**config.mk**
```make
export PLATFORM = sky130hd
export DESIGN_NAME = alu_top
export DESIGN_NICKNAME = d
export VERILOG_FILES = /design/src/rtl/alu_pkg.sv /design/src/rtl/rotate_unit.sv /design/src/rtl/sub_borrow_unit.sv /design/src/rtl/alu_top.sv
export SDC_FILE = /design/constraint.sdc
export NUM_CORES = 1
export LEC_CHECK = 0
export ABC_AREA = 1
export BUFFER_PORTS_ARGS = -buffer_cell sky130_fd_sc_hd__buf_2
export CORE_AREA = 2 2 190 192
export CTS_BUF_LIST = sky130_fd_sc_hd__clkbuf_8
export DETAILED_ROUTE_END_ITERATION = 8
export DIE_AREA = 0 0 192 194
export SLEW_MARGIN = 40
export SYNTH_ARGS = -nofsm -noshare
export SYNTH_HDL_FRONTEND = slang
export SYNTH_SLANG_ARGS = --single-unit
```
**constraint.sdc**
```tcl
create_clock -name pclk -period 4.85 [get_ports pclk]
set_clock_uncertainty 0.05 [all_clocks]
set_input_delay 0 -clock pclk [delete_from_list [all_inputs] [get_ports pclk]]
set_output_delay 0 -clock pclk [all_outputs]
set_load 0.1 [all_outputs]
```
**src/rtl/alu_pkg.sv**
```systemverilog
package alu_pkg;

  // Register byte offsets on APB
  localparam logic [7:0] CTRL_OFF  = 8'h00;
  localparam logic [7:0] ACC_OFF   = 8'h04;
  localparam logic [7:0] FLAG_OFF  = 8'h08;
  localparam logic [7:0] MADDR_OFF = 8'h0C;
  localparam logic [7:0] MDATA_OFF = 8'h10;

  // Command register fields
  localparam int CTRL_OP_LSB   = 0;
  localparam int CTRL_OP_W     = 3;
  localparam int CTRL_ADDR_LSB = 8;

  // Operation codes written to the command register
  localparam logic [2:0] OP_ROT_MEM   = 3'h0;
  localparam logic [2:0] OP_ROT_ACC   = 3'h1;
  localparam logic [2:0] OP_ROTC_MEM  = 3'h2;
  localparam logic [2:0] OP_ROTC_ACC  = 3'h3;
  localparam logic [2:0] OP_SUB_ACC   = 3'h4;
  localparam logic [2:0] OP_SUB_MEM   = 3'h5;
  localparam logic [2:0] OP_LAST      = 3'h5;

  // Status flag bit positions
  localparam int FLAG_W = 6;
  localparam int FLG_C  = 0;
  localparam int FLG_AC = 1;
  localparam int FLG_Z  = 2;
  localparam int FLG_OV = 3;
  localparam int FLG_SC = 4;
  localparam int FLG_CZ = 5;

  // Values after reset
  localparam logic [7:0]        ACC_RST  = 8'h00;
  localparam logic [FLAG_W-1:0] FLAG_RST = 6'h00;
  localparam logic [7:0]        MEM_RST  = 8'h00;

endpackage

```
**src/rtl/rotate_unit.sv**
```systemverilog
module rotate_unit (
  // Operand
  input  wire logic [7:0] data_in,
  input  wire logic       carry_in,
  input  wire logic       thru_carry,
  // Result
  output logic      [7:0] data_out,
  output logic            carry_out
);

  // Bit 0 leaves on the right; bit 7 refills from bit 0 or from carry
  always_comb begin
    data_out  = {(thru_carry ? carry_in : data_in[0]), data_in[7:1]};
    carry_out = thru_carry ? data_in[0] : carry_in;
  end

endmodule

```
**src/rtl/sub_borrow_unit.sv**
```systemverilog
module sub_borrow_unit (
  // Operands
  input  wire logic [7:0] acc_in,
  input  wire logic [7:0] mem_in,
  input  wire logic       carry_in,
  input  wire logic       cz_in,
  // Difference and flags
  output logic      [7:0] diff,
  output logic            carry_out,
  output logic            aux_carry_out,
  output logic            zero_out,
  output logic            overflow_out,
  output logic            signed_cmp_out,
  output logic            comb_zero_out
);

  logic [8:0] wide;
  logic [4:0] low;

  always_comb begin
    // Borrow in is the inverted carry
    wide = {1'b0, acc_in} - {1'b0, mem_in} - {8'h00, ~carry_in};
    low  = {1'b0, acc_in[3:0]} - {1'b0, mem_in[3:0]} - {4'h0, ~carry_in};
    diff = wide[7:0];
    // Carry means no borrow: result zero or positive
    carry_out      = ~wide[8];
    aux_carry_out  = ~low[4];
    zero_out       = (wide[7:0] == 8'h00);
    overflow_out   = (acc_in[7] ^ mem_in[7]) & (acc_in[7] ^ wide[7]);
    signed_cmp_out = overflow_out ^ wide[7];
    // Zero only if this byte and the earlier chain were zero
    comb_zero_out  = zero_out & cz_in;
  end

endmodule

```
**src/rtl/alu_top.sv**
```systemverilog
// Overview of operation
// - Memory rotate right, bit0 to bit7, no flags
// - Rotated byte to accumulator, memory and flags kept
// - Nine-bit ring rotate in memory, carry only
// - Nine-bit ring rotate into accumulator, carry only
// - Accumulator gets acc minus mem minus not-carry
// - Carry cleared if negative, set otherwise
// - Subtract updates six arithmetic flags only
// - Subtract difference to memory, accumulator kept
//
// The placing of the registers and register access over APB are this design's own decisions.
module alu_top #(
  parameter int MEM_DEPTH = 16
) (
  // Clock and reset
  input  wire logic        pclk,
  input  wire logic        presetn,
  // APB slave
  input  wire logic        psel,
  input  wire logic        penable,
  input  wire logic        pwrite,
  input  wire logic [7:0]  paddr,
  input  wire logic [31:0] pwdata,
  output logic      [31:0] prdata,
  output logic             pready,
  output logic             pslverr
);
  import alu_pkg::*;

  localparam int ADDR_W = $clog2(MEM_DEPTH);

  typedef struct packed {
    logic [MEM_DEPTH-1:0][7:0] mem;
    logic [7:0]                acc;
    logic [FLAG_W-1:0]         flags;
    logic [ADDR_W-1:0]         maddr;
    logic [ADDR_W-1:0]         xaddr;
    logic [2:0]                op;
    logic                      busy;
    logic                      cap_ok;
    logic [31:0]               rdata;
  } state_t;

  state_t            st_r;
  state_t            st_nxt;
  logic [7:0]        cur_m;
  logic              thru_c;
  logic [7:0]        rot_res;
  logic              rot_c;
  logic [7:0]        sub_res;
  logic              sub_c;
  logic              sub_ac;
  logic              sub_z;
  logic              sub_ov;
  logic              sub_sc;
  logic              sub_cz;
  logic [31:0]       rd_mux;
  logic              mapped;
  logic              bad_op;
  logic              xfer_done;
  logic              wr_ok;
  logic [FLAG_W-1:0] sub_flags;
  logic [7:0]        exp_diff;

  assign cur_m  = st_r.mem[st_r.xaddr];
  assign thru_c = (st_r.op == OP_ROTC_MEM) || (st_r.op == OP_ROTC_ACC);

  rotate_unit u_rot (
    .data_in   (cur_m),
    .carry_in  (st_r.flags[FLG_C]),
    .thru_carry(thru_c),
    .data_out  (rot_res),
    .carry_out (rot_c)
  );

  sub_borrow_unit u_sub (
    .acc_in        (st_r.acc),
    .mem_in        (cur_m),
    .carry_in      (st_r.flags[FLG_C]),
    .cz_in         (st_r.flags[FLG_CZ]),
    .diff          (sub_res),
    .carry_out     (sub_c),
    .aux_carry_out (sub_ac),
    .zero_out      (sub_z),
    .overflow_out  (sub_ov),
    .signed_cmp_out(sub_sc),
    .comb_zero_out (sub_cz)
  );

  // Bus decode
  always_comb begin
    mapped = (paddr == CTRL_OFF) || (paddr == ACC_OFF) ||
             (paddr == FLAG_OFF) || (paddr == MADDR_OFF) ||
             (paddr == MDATA_OFF);
    bad_op = pwrite && (paddr == CTRL_OFF) &&
             (pwdata[CTRL_OP_LSB +: CTRL_OP_W] > OP_LAST);
    rd_mux = 32'h0000_0000;
    unique case (paddr)
      CTRL_OFF: begin
        rd_mux[CTRL_OP_LSB +: CTRL_OP_W] = st_r.op;
        rd_mux[CTRL_ADDR_LSB +: ADDR_W]  = st_r.xaddr;
      end
      ACC_OFF:   rd_mux[7:0]          = st_r.acc;
      FLAG_OFF:  rd_mux[FLAG_W-1:0]   = st_r.flags;
      MADDR_OFF: rd_mux[ADDR_W-1:0]   = st_r.maddr;
      MDATA_OFF: rd_mux[7:0]          = st_r.mem[st_r.maddr];
      default:   rd_mux               = 32'h0000_0000;
    endcase
  end

  // Read data is sampled one cycle early so prdata comes from a flop;
  // the access waits while an operation executes.
  assign pready    = psel && penable && st_r.cap_ok && !st_r.busy;
  assign pslverr   = pready && (!mapped || bad_op);
  assign prdata    = st_r.rdata;
  assign xfer_done = pready;
  assign wr_ok     = xfer_done && pwrite && mapped && !bad_op;

  always_comb begin
    sub_flags         = st_r.flags;
    sub_flags[FLG_C]  = sub_c;
    sub_flags[FLG_AC] = sub_ac;
    sub_flags[FLG_Z]  = sub_z;
    sub_flags[FLG_OV] = sub_ov;
    sub_flags[FLG_SC] = sub_sc;
    sub_flags[FLG_CZ] = sub_cz;
  end

  always_comb begin
    st_nxt        = st_r;
    st_nxt.busy   = 1'b0;
    st_nxt.cap_ok = psel && !st_r.busy && !xfer_done;
    if (psel) begin
      st_nxt.rdata = rd_mux;
    end
    if (st_r.busy) begin
      unique case (st_r.op)
        OP_ROT_MEM: st_nxt.mem[st_r.xaddr] = rot_res;
        OP_ROT_ACC: st_nxt.acc = rot_res;
        OP_ROTC_MEM: begin
          st_nxt.mem[st_r.xaddr]  = rot_res;
          st_nxt.flags[FLG_C]     = rot_c;
        end
        OP_ROTC_ACC: begin
          st_nxt.acc          = rot_res;
          st_nxt.flags[FLG_C] = rot_c;
        end
        OP_SUB_ACC: begin
          st_nxt.acc   = sub_res;
          st_nxt.flags = sub_flags;
        end
        OP_SUB_MEM: begin
          st_nxt.mem[st_r.xaddr] = sub_res;
          st_nxt.flags           = sub_flags;
        end
        default: ;
      endcase
    end
    if (wr_ok) begin
      unique case (paddr)
        CTRL_OFF: begin
          st_nxt.op    = pwdata[CTRL_OP_LSB +: CTRL_OP_W];
          st_nxt.xaddr = pwdata[CTRL_ADDR_LSB +: ADDR_W];
          st_nxt.busy  = 1'b1;
        end
        ACC_OFF:   st_nxt.acc   = pwdata[7:0];
        FLAG_OFF:  st_nxt.flags = pwdata[FLAG_W-1:0];
        MADDR_OFF: st_nxt.maddr = pwdata[ADDR_W-1:0];
        MDATA_OFF: st_nxt.mem[st_r.maddr] = pwdata[7:0];
        default: ;
      endcase
    end
  end

  always_ff @(posedge pclk or negedge presetn) begin
    if (!presetn) begin
      st_r        <= '0;
      st_r.mem    <= {MEM_DEPTH{MEM_RST}};
      st_r.acc    <= ACC_RST;
      st_r.flags  <= FLAG_RST;
    end else begin
      st_r <= st_nxt;
    end
  end

  // Reference difference, kept apart from the subtract unit
  assign exp_diff = 8'(st_r.acc - cur_m - {7'h00, ~st_r.flags[FLG_C]});
endmodule

```
==> summary.txt, run 1 <==
Power
  – Power Density: 166 mW/mm²
  – Peak supply drop: 0.178 mV
  – P_leak: 8.43 nW

Timing
  – Min Hold Slack: 46.2 ps
  – Fmax: 226 MHz
  – RSZ-0062 raised after global routing: no
  – Fin crit period: 4430 ps
  – Tcrit/Tclk final: 91.3%
  – Final Hold Vio Count: 0
  – Setup violators final: 0
  – Setup TNS Final: 0 ps
  – Worst-margin pin slew: 837 ps
  – Max-Slew Margin vs Limit: 44.1%
  – Max Slew Vio Count: 0

Route
  – Routed Antenna Nets: 0
  – Remaining DRCs: 0
  – Via density: 5.92
  – TritonRoute pass-1 iters: 6
  – Routed Wire Length: 70000 µm
  – Wire length per cell: 22.0 µm
  – Initial drt markers: 2433
  – Routed vias: 18800

Flow run
  – Max cap viols: 0

Setup path
  – Critical Path Max Stage Delay: 530 ps
  – Setup CP Type: reg2reg
  – Number of cells on the worst reg-to-reg path: 22
  – CP Max Fanout: 17
  – Worst path bufs/invs: 5
  – Critical Path AT: 4840 ps
  – CP required: 5260 ps
  – Cell family with the largest share of critical-path delay: simple AND/OR/NAND/NOR gates
  – Crit start category: flop
  – Top cell by count, worst path: nand2_1
  – CP Depth: 22
  – Setup crit end kind: flop
  – Critical-path cell list: buf_4, nand2_2, buf_4, nor2_1, a21oi_1, nand2_1, nand2_1, nand2_1, nor2_1, inv_1, ha_1, inv_1, ha_1, nand2_1, inv_1, nand4_1, nand3_1, xor2_2, nand3_1, o21ai_0, o211ai_1, nand2_1
  – CP max-delay cell: dfrtp_1

Logic synthesis
  – Count leader, synth: nand2_1
  – Area contributors post-synth: dfrtp_1 (27%), nand2_1 (23%), o21ai_0 (9.3%)
  – Synth top area share: 26.7%
  – Synth top cells by count: nand2_1 (946), nor2_1 (315), o21ai_0 (292)
  – Ys Warns: 0
  – Synth Area per Inst: 5.71 µm²
  – Cell variety after synth: 42
  – Sequential area share after synthesis: 26.7%
  – EDFF count, synth: 0
  – Top FF cell, synth: dfrtp_1
  – Synth Register Bits: 167
  – Mapped Area: 0.0156 mm²
  – Syn Inst Count: 2738
  – Post-synth top area cell: dfrtp_1
  – Asr flop ratio synth: 100%

Global route
  – GR Util All Layers: 37.3%
  – First-pass GRT wire length: 104000 µm
  – Gr ovfl total: 0
  – Initial antenna violation count: 0
  – Vias in the first global route: 17200
  – Largest net degree at the start of global routing: 89

Clock network
  – Worst-Skew Late Latency: 520 ps
  – CTS Sinks: 167
  – CTS root buffer: clkbuf_8
  – Clock-pin slew on the worst setup and hold paths: 100 ps
  – CTS tree: built
  – Htree depth: 4
  – Clock Path Buffers: 2
  – Post-CTS Setup Repair Bufs: 0
  – CTS Buf Count: 17

Placement
  – Port bufs: 38
  – Final HPWL DP: 43500 µm
  – Placer Congestion: 1.00
  – Placed instance area: 0.0161 mm²

Floorplanning
  – Die width: 192 µm
  – Die area: 0.0372 mm²
  – Initial core utilization: 44.4%
  – Row count: 69
  – IO Pins: 79
  – Core ar.: 0.0352 mm²
  – Die Y: 194 µm

Min path
  – Hold Crit Class: in2reg
  – Hold Path Cell Cnt: 6

Layout
  – Fin nets: 2761
  – Area grow syn2layout: 7.21%
  – Fin area: 0.0168 mm²
  – FILL cells: 3718
  – N_diodes: 0
  – Layout cells sized above 1: 7.01%

Run status
  – Outcome: complete, no violations
## kinds of logic (layout without fill, tap and decap cells)
kind of cell	Yosys count	count (layout)	synth area share, %
adder cells (fa/ha/maj)	16	16	1.38
buffers and inverters	470	425	12.6
flip-flops	167	167	26.7
AO/OA/AOI/OAI	609	609	20.7
other	1	20	0.0240
XOR/XNOR	5	5	0.280
AND/OR/NAND/NOR	1470	1470	38.3
## metrics by stage
step / setup slack, ps / total power, mW / util, % / std cells
after CTS: 626 / 2.79 / 47.4 / 3169
after global routing: 203 / 2.85 / 47.6 / 3173
final: 424 / 2.78 / 47.6 / 3173
after global placement: 711 / 1.65 / 45.5 / 3116
after detailed placement: 666 / 1.65 / 45.6 / 3117
after floorplan: 1070 / 1.59 / - / 2757
## cell type report
type | count | area [µm²] | area share (%)
clock buffers | 20 | 275 | 1.64
clock inverters | 11 | 133 | 0.791
inverters | 274 | 1030 | 6.13
multi-input cells | 2120 | 9620 | 57.4
flip-flops and latches | 167 | 4180 | 24.9
well taps | 461 | 577 | 3.44
repair buffers | 120 | 952 | 5.68
## sequential cells by signal, summed over array words and instances (netlist names)
signal and count:
st_r 155, prdata 12
## worst min-delay path, cell delays in order
cell     delay (ps)
buf_2            80
nor2_1           50
nand2_1          70
nor2_1          100
inv_2           170
o31ai_1          80
## per-layer routing
metal	GRT usage [%]	up-vias	part of all wire, %
met1	50.5	8601	40
met5	0	-	0
met3	8.02	268	12
li1	-	8648	-
met2	53.1	1261	41
met4	24.5	0	7.1
## cells in the final DEF (no fill, tap or decap), types with 43 or more instances in the layout
cell type and count:
buf_4 52, o21ai_0 292, nor3_1 100, o22ai_1 81, nand3_1 43, a21oi_1 194, nand2_1 944, dfrtp_1 166
nor2_1 312, inv_1 259
## timing repair
action,in CTS,in global routing
resized for setup,0,0
setup endpoints to repair,0,0
hold endpoints to repair,120,29
hold buffers,21,1
## power by group
part	internal [mW]	switching [mW]
logic	0.0362	0.207
clock network	0.540	0.601
registers	1.40	0.00294
## final timing paths
| path | startpoint | end | slack, ps |
|---|---|---|---|
| worst min register to register | prdata[8] | prdata[8] | 440 |
| worst max-delay path | st_r[37] | st_r[47] | 420 |
| worst min-delay path | paddr[1] | prdata[10] | 50 |
| worst max register to register | st_r[37] | st_r[47] | 420 |
| min in group asynchronous | presetn | st_r[49] | 440 |
| max in group asynchronous | presetn | st_r[144] | 3440 |
Note: power is estimated with default switching activity, not from simulation.
==> run 2: changes to the inputs <==
Settings changed: CORE_AREA 2 2 190 192 to 2 2 168 170, DIE_AREA 0 0 192 194 to 0 0 170 172, SYNTH_HIERARCHICAL from default to 1.
==> run 2 against run 1 <==
Net effect:
- via count shrank 34%
- sequential power is essentially flat
- critical endpoint is now st_r[67]
- first-iteration DRC count shrank 37%
- total power shrank 6.4%
- non-clock buffer count shrank 30
- largest power group unchanged
- synthesized area shrank 22%
- core utilization shrank 0.30 points
- worst setup slack gained 3.8 ps
- global-route usage shrank 7.7 points
==> summary.txt, run 2 <==
Logic synthesis
  – Mapped Area: 0.0121 mm²
  – Synth top area share: 34.5%
  – Area share of and/or/nand/nor cells after synthesis: 29.0%
  – Syn Inst Count: 1828
  – Asr flop ratio synth: 100%
  – Ys Warns: 6
  – Mux cell area share after synthesis: 0%
  – Area contributors post-synth: dfrtp_1 (34%), nand2_1 (20%), o21ai_0 (7.9%)
  – Sequential area share after synthesis: 34.5%
  – Largest family of logic cells by synthesized area: simple AND/OR/NAND/NOR gates
  – EDFF count, synth: 0
  – Post-synthesis compound-gate area fraction: 21.9%
  – Synth Area per Inst: 6.64 µm²
  – Top FF cell, synth: dfrtp_1
  – Post-synth top area cell: dfrtp_1
  – Cell variety after synth: 35
  – Adder-Cell Fraction of Synth Area: 1.98%
  – Count leader, synth: nand2_1
  – Synth Register Bits: 167
  – Synth top cells by count: nand2_1 (632), inv_1 (204), o21ai_0 (191)
  – Post-Synth XOR/XNOR Area: 0.217%

Min path
  – Hold Crit Class: in2async

Power
  – Overall power: 2.61 mW
  – P_leak: 5.94 nW
  – Peak supply drop: 0.146 mV
  – Power Density: 201 mW/mm²

Timing
  – Tcrit/Tclk final: 91.2%
  – Fin crit period: 4420 ps
  – Fmax: 226 MHz
  – Setup violators final: 0
  – Final Hold Vio Count: 0
  – Max-Slew Margin vs Limit: 43.7%
  – Min Hold Slack: 28.1 ps
  – RSZ-0062 raised after global routing: no
  – Setup TNS Final: 0 ps
  – Worst-margin pin slew: 840 ps
  – Max Slew Vio Count: 0

Global route
  – GR Util All Layers: 29.6%
  – Gr ovfl total: 0
  – Initial antenna violation count: 0
  – Vias in the first global route: 11300
  – First-pass GRT wire length: 65600 µm
  – Largest net degree at the start of global routing: 93

Setup path
  – Crit start category: flop
  – Top cell by count, worst path: nand2_1
  – Cell family with the largest share of critical-path delay: simple AND/OR/NAND/NOR gates
  – CP max-delay cell: fa_1
  – Critical Path Max Stage Delay: 570 ps
  – CP Depth: 16
  – Critical Path AT: 4780 ps
  – Worst R2R End: st_r[67]
  – R2r setup slk: 430 ps
  – CP required: 5210 ps
  – Critical-path cell list: nand2_1, o221ai_1, nand2_1, nand2_1, inv_1, nand2_1, fa_1, inv_1, ha_1, xor2_1, inv_1, o22ai_1, nand2_1, o21ai_0, nand2_1, o21ai_1
  – Number of cells on the worst reg-to-reg path: 16
  – Reg-to-reg startpoint: st_r[38]
  – CP Max Fanout: 15
  – CP endpoint: st_r[67]
  – Worst setup path startpoint: st_r[38]
  – Setup CP Type: reg2reg
  – Setup crit end kind: flop
  – Worst path bufs/invs: 3

Layout
  – Fin nets: 1876
  – Commonest non-fill, non-tap cells in the layout: nand2_1 (632), inv_1 (199), o21ai_0 (191)
  – FILL cells: 2891
  – Layout cells sized above 1: 8.27%
  – Post-layout util: 47.3%
  – Largest reg by FF count: st_r
  – Max reg flops: 155
  – Most common cell after layout, fill and taps aside: nand2_1
  – Fin area: 0.0130 mm²
  – N_diodes: 0
  – FF/Latch Area: 0.00418 mm²
  – Area grow syn2layout: 7.16%
  – Multi-input logic area: 0.00652 mm²

Floorplanning
  – IO Pins: 79
  – Die Y: 172 µm
  – Die width: 170 µm
  – Row count: 61
  – Initial core utilization: 44.1%
  – Die area: 0.0292 mm²
  – Core ar.: 0.0275 mm²

Clock network
  – Clock-pin slew on the worst setup and hold paths: 110 ps
  – Clock Path Buffers: 2
  – Htree depth: 4
  – CTS Sinks: 167
  – CTS Buf Count: 17
  – Post-CTS Hold Fix Bufs: 23
  – CTS root buffer: clkbuf_8
  – Worst-Skew Late Latency: 500 ps
  – CTS resizes: 0
  – Post-CTS Setup Repair Bufs: 0
  – CTS tree: built

Route
  – Via density: 5.72
  – Routed vias: 12400
  – Routed Antenna Nets: 0
  – Wire length per cell: 19.6 µm
  – Initial drt markers: 1535
  – TritonRoute pass-1 iters: 6
  – Routed Wire Length: 42600 µm
  – Remaining DRCs: 0

Placement
  – Final HPWL DP: 28200 µm
  – Placer Congestion: 0.966
  – Placed instance area: 0.0124 mm²
  – Port bufs: 38

Run status
  – Outcome: complete, no violations

Flow run
  – Max cap viols: 0
-- run 2: power by group --
part	internal, mW	leakage, nW	total (mW)	switching (mW)
Combinational	0.0289	3.42	0.207	0.178
Clock	0.395	0.188	1.00	0.609
Sequential	1.39	2.32	1.40	0.00142
-- run 2: logic make-up (layout without fill, tap and decap cells) --
group | count (synthesis) | after routing
AND/OR/NAND/NOR | 824 | 824
AO/OA/AOI/OAI | 464 | 464
buffers and inverters | 351 | 330
flip-flops | 167 | 167
adder cells (fa/ha/maj) | 18 | 18
XOR/XNOR | 3 | 3
other | 1 | 20
-- run 2: per-layer routing --
| layer | share of wire (%) | GRT usage, % | up-vias |
|---|---|---|---|
| met5 | 0 | 0 | - |
| met4 | 3.5 | 11.9 | 0 |
| met1 | 44 | 41.4 | 5764 |
| li1 | - | - | 5935 |
| met3 | 8.1 | 4.33 | 89 |
| met2 | 44 | 46.1 | 629 |
-- run 2: final cells by class --
class / instances / share of cell area, %
multi-input combinational: 1329 / 50.2
inverter: 208 / 6.01
tap: 346 / 3.33
sequential: 167 / 32.2
timing repair buffer: 90 / 5.46
clock buffer: 19 / 2.01
clock inverter: 13 / 0.837
-- run 2: per-stage QoR --
stage | std cells | setup WS [ps]
floorplan | 1847 | 1120
global placement | 2116 | 664
detailed placement | 2116 | 589
CTS | 2171 | 536
global route | 2172 | 126
finish | 2172 | 428
-- run 2: worst min-delay path by stage --
| stage | slack, ps | end | start | cells past startpoint |
|---|---|---|---|---|
| after global routing | 100 | st_r[172] | presetn | 2 |
| after CTS | 50 | prdata[11] | paddr[4] | 6 |
| final | 30 | st_r[172] | presetn | 2 |
| after global placement | 40 | st_r[181] | presetn | 1 |
| after floorplan | -350 | prdata[0] | presetn | 0 |
| after detailed placement | 50 | st_r[181] | presetn | 1 |
==> run 3: changes to the inputs <==
Settings changed: CORE_AREA 2 2 168 170 to 2 2 145 147, DIE_AREA 0 0 170 172 to 0 0 147 149, PLACE_DENSITY from default to 0.79.
==> run 3 against run 2 <==
Net effect:
- first-iteration DRC count is 0.52% lower
- sequential power is essentially flat
- clock power about the same
- non-clock buffer count down 5
- critical path type unchanged
- highest routed layer unchanged
==> summary.txt, run 3 (synthesized netlist as in run 2, its figures left out) <==
Global route
  – Initial antenna violation count: 0
  – Vias in the first global route: 11600
  – Largest net degree at the start of global routing: 94
  – First-pass GRT wire length: 63000 µm
  – Gr ovfl total: 0
  – GR Util All Layers: 36.9%

Timing
  – Min Hold Slack: 59.5 ps
  – RSZ-0062 raised after global routing: no
  – Setup WS post-layout: 531 ps
  – Max Slew Vio Count: 0
  – Worst-margin pin slew: 895 ps
  – Fmax: 232 MHz
  – Max-Slew Margin vs Limit: 40.1%
  – Final Hold Vio Count: 0
  – Setup TNS Final: 0 ps
  – Tcrit/Tclk final: 89.1%
  – Setup violators final: 0
  – Fin crit period: 4320 ps

Clock network
  – Htree depth: 4
  – CTS Sinks: 167
  – CTS Buf Count: 17
  – Post-CTS Setup Repair Bufs: 0
  – CTS resizes: 0
  – Clock Path Buffers: 2
  – CTS tree: built
  – Worst-Skew Late Latency: 490 ps
  – CTS root buffer: clkbuf_8
  – Clock-pin slew on the worst setup and hold paths: 110 ps
  – Post-CTS Hold Fix Bufs: 18

Floorplanning
  – Initial core utilization: 59.0%
  – Die area: 0.0219 mm²
  – Die Y: 149 µm
  – Row count: 53
  – IO Pins: 79
  – Core ar.: 0.0206 mm²
  – Die width: 147 µm

Route
  – Routed vias: 12500
  – Remaining DRCs: 0
  – TritonRoute pass-1 iters: 8
  – Via density: 5.98
  – Wire length per cell: 19.0 µm
  – Routed Wire Length: 39900 µm
  – Initial drt markers: 1527
  – Routed Antenna Nets: 0

Power
  – Overall power: 2.59 mW
  – Power Density: 202 mW/mm²
  – Peak supply drop: 0.162 mV
  – P_leak: 5.89 nW

Run status
  – Outcome: complete, no violations

Setup path
  – Worst path bufs/invs: 7
  – Setup crit end kind: flop
  – Setup CP Type: reg2reg
  – Critical Path AT: 4660 ps
  – Cell family with the largest share of critical-path delay: simple AND/OR/NAND/NOR gates
  – Critical-path cell list: inv_1, nand2_1, buf_4, o221ai_1, nand2_1, nand2_1, inv_1, nand2_1, ha_1, inv_1, ha_1, nand2_1, inv_1, a21oi_1, nand3_1, nand2_2, inv_1, o22ai_1, nand2_1, buf_4, o21ai_0, nand2_1, o21ai_1
  – Top cell by count, worst path: nand2_1
  – CP Max Fanout: 15
  – Crit start category: flop
  – CP required: 5200 ps
  – CP max-delay cell: dfrtp_1
  – Critical Path Max Stage Delay: 430 ps

Placement
  – Placed instance area: 0.0123 mm²
  – Pre-CTS setup slack: 695 ps
  – Final HPWL DP: 26300 µm
  – Placer Congestion: 1.02
  – Port bufs: 38

Min path
  – Hold Crit Class: in2reg

Layout
  – Fin area: 0.0128 mm²
  – N_diodes: 0
  – Fin nets: 1871
  – Largest reg by FF count: st_r
  – Max reg flops: 155
  – Most common cell after layout, fill and taps aside: nand2_1
  – Layout cells sized above 1: 8.24%
  – Commonest non-fill, non-tap cells in the layout: nand2_1 (632), inv_1 (199), o21ai_0 (191)
  – Area grow syn2layout: 5.69%

Flow run
  – Max cap viols: 0
-- run 3: cell count changes in the layout (fill, tap and decap cells not counted), moves of 3 or more --
cell | before | now
buf_4 | 24 | 27
clkbuf_8 | 20 | 17
dlygate4sd3_1 | 23 | 18
inv_8 | 1 | 4
buf_12 | 5 | 2
-- run 3: per-layer routing --
layer | GRT usage, % | wire length, µm | up-vias
met4 | 19.1 | 2140 | 0
met2 | 58.1 | 17900 | 745
met1 | 48.7 | 15700 | 5744
met5 | 0 | 0 | -
li1 | - | - | 5921
met3 | 7.34 | 4260 | 120
-- run 3: path summary, 6_finish.rpt --
path	cells after the start	startpoint	slack [ps]	to
worst min-delay path	6	paddr[5]	60	prdata[4]
worst min register to register	2	prdata[1]	440	prdata[1]
max in group asynchronous	3	presetn	3560	st_r[41]
min in group asynchronous	2	presetn	90	st_r[141]
worst max-delay path	23	st_r[37]	530	st_r[168]
worst max register to register	23	st_r[37]	530	st_r[168]
-- run 3: stage by stage --
step	cells	util, %
after floorplan	1847	-
after global placement	2046	59.6
after detailed placement	2046	59.7
after CTS	2096	62.3
after global routing	2096	62.4
final	2096	62.4
-- run 3: worst reg2reg max path, delay by kind of cell (launching register included) --
family | cells | cell delay, ps
buffers and inverters | 7 | 960
flip-flops | 1 | 430
AND/OR/NAND/NOR | 9 | 1310
AO/OA/AOI/OAI | 5 | 940
adder cells (fa/ha/maj) | 2 | 540
-- run 3: where the power goes --
group	internal, mW	switching (mW)
combinational	0.0261	0.177
sequential	1.39	0.00148
clock	0.376	0.614
-- run 3: cell type report --
| class | instances | area (µm²) |
|---|---|---|
| fill | 1913 | 7740 |
| multi-input combinational | 1329 | 6520 |
| sequential | 167 | 4180 |
| inverter | 208 | 781 |
| timing repair buffer | 85 | 623 |
| tap | 275 | 344 |
| clock buffer | 17 | 234 |
| clock inverter | 15 | 134 |
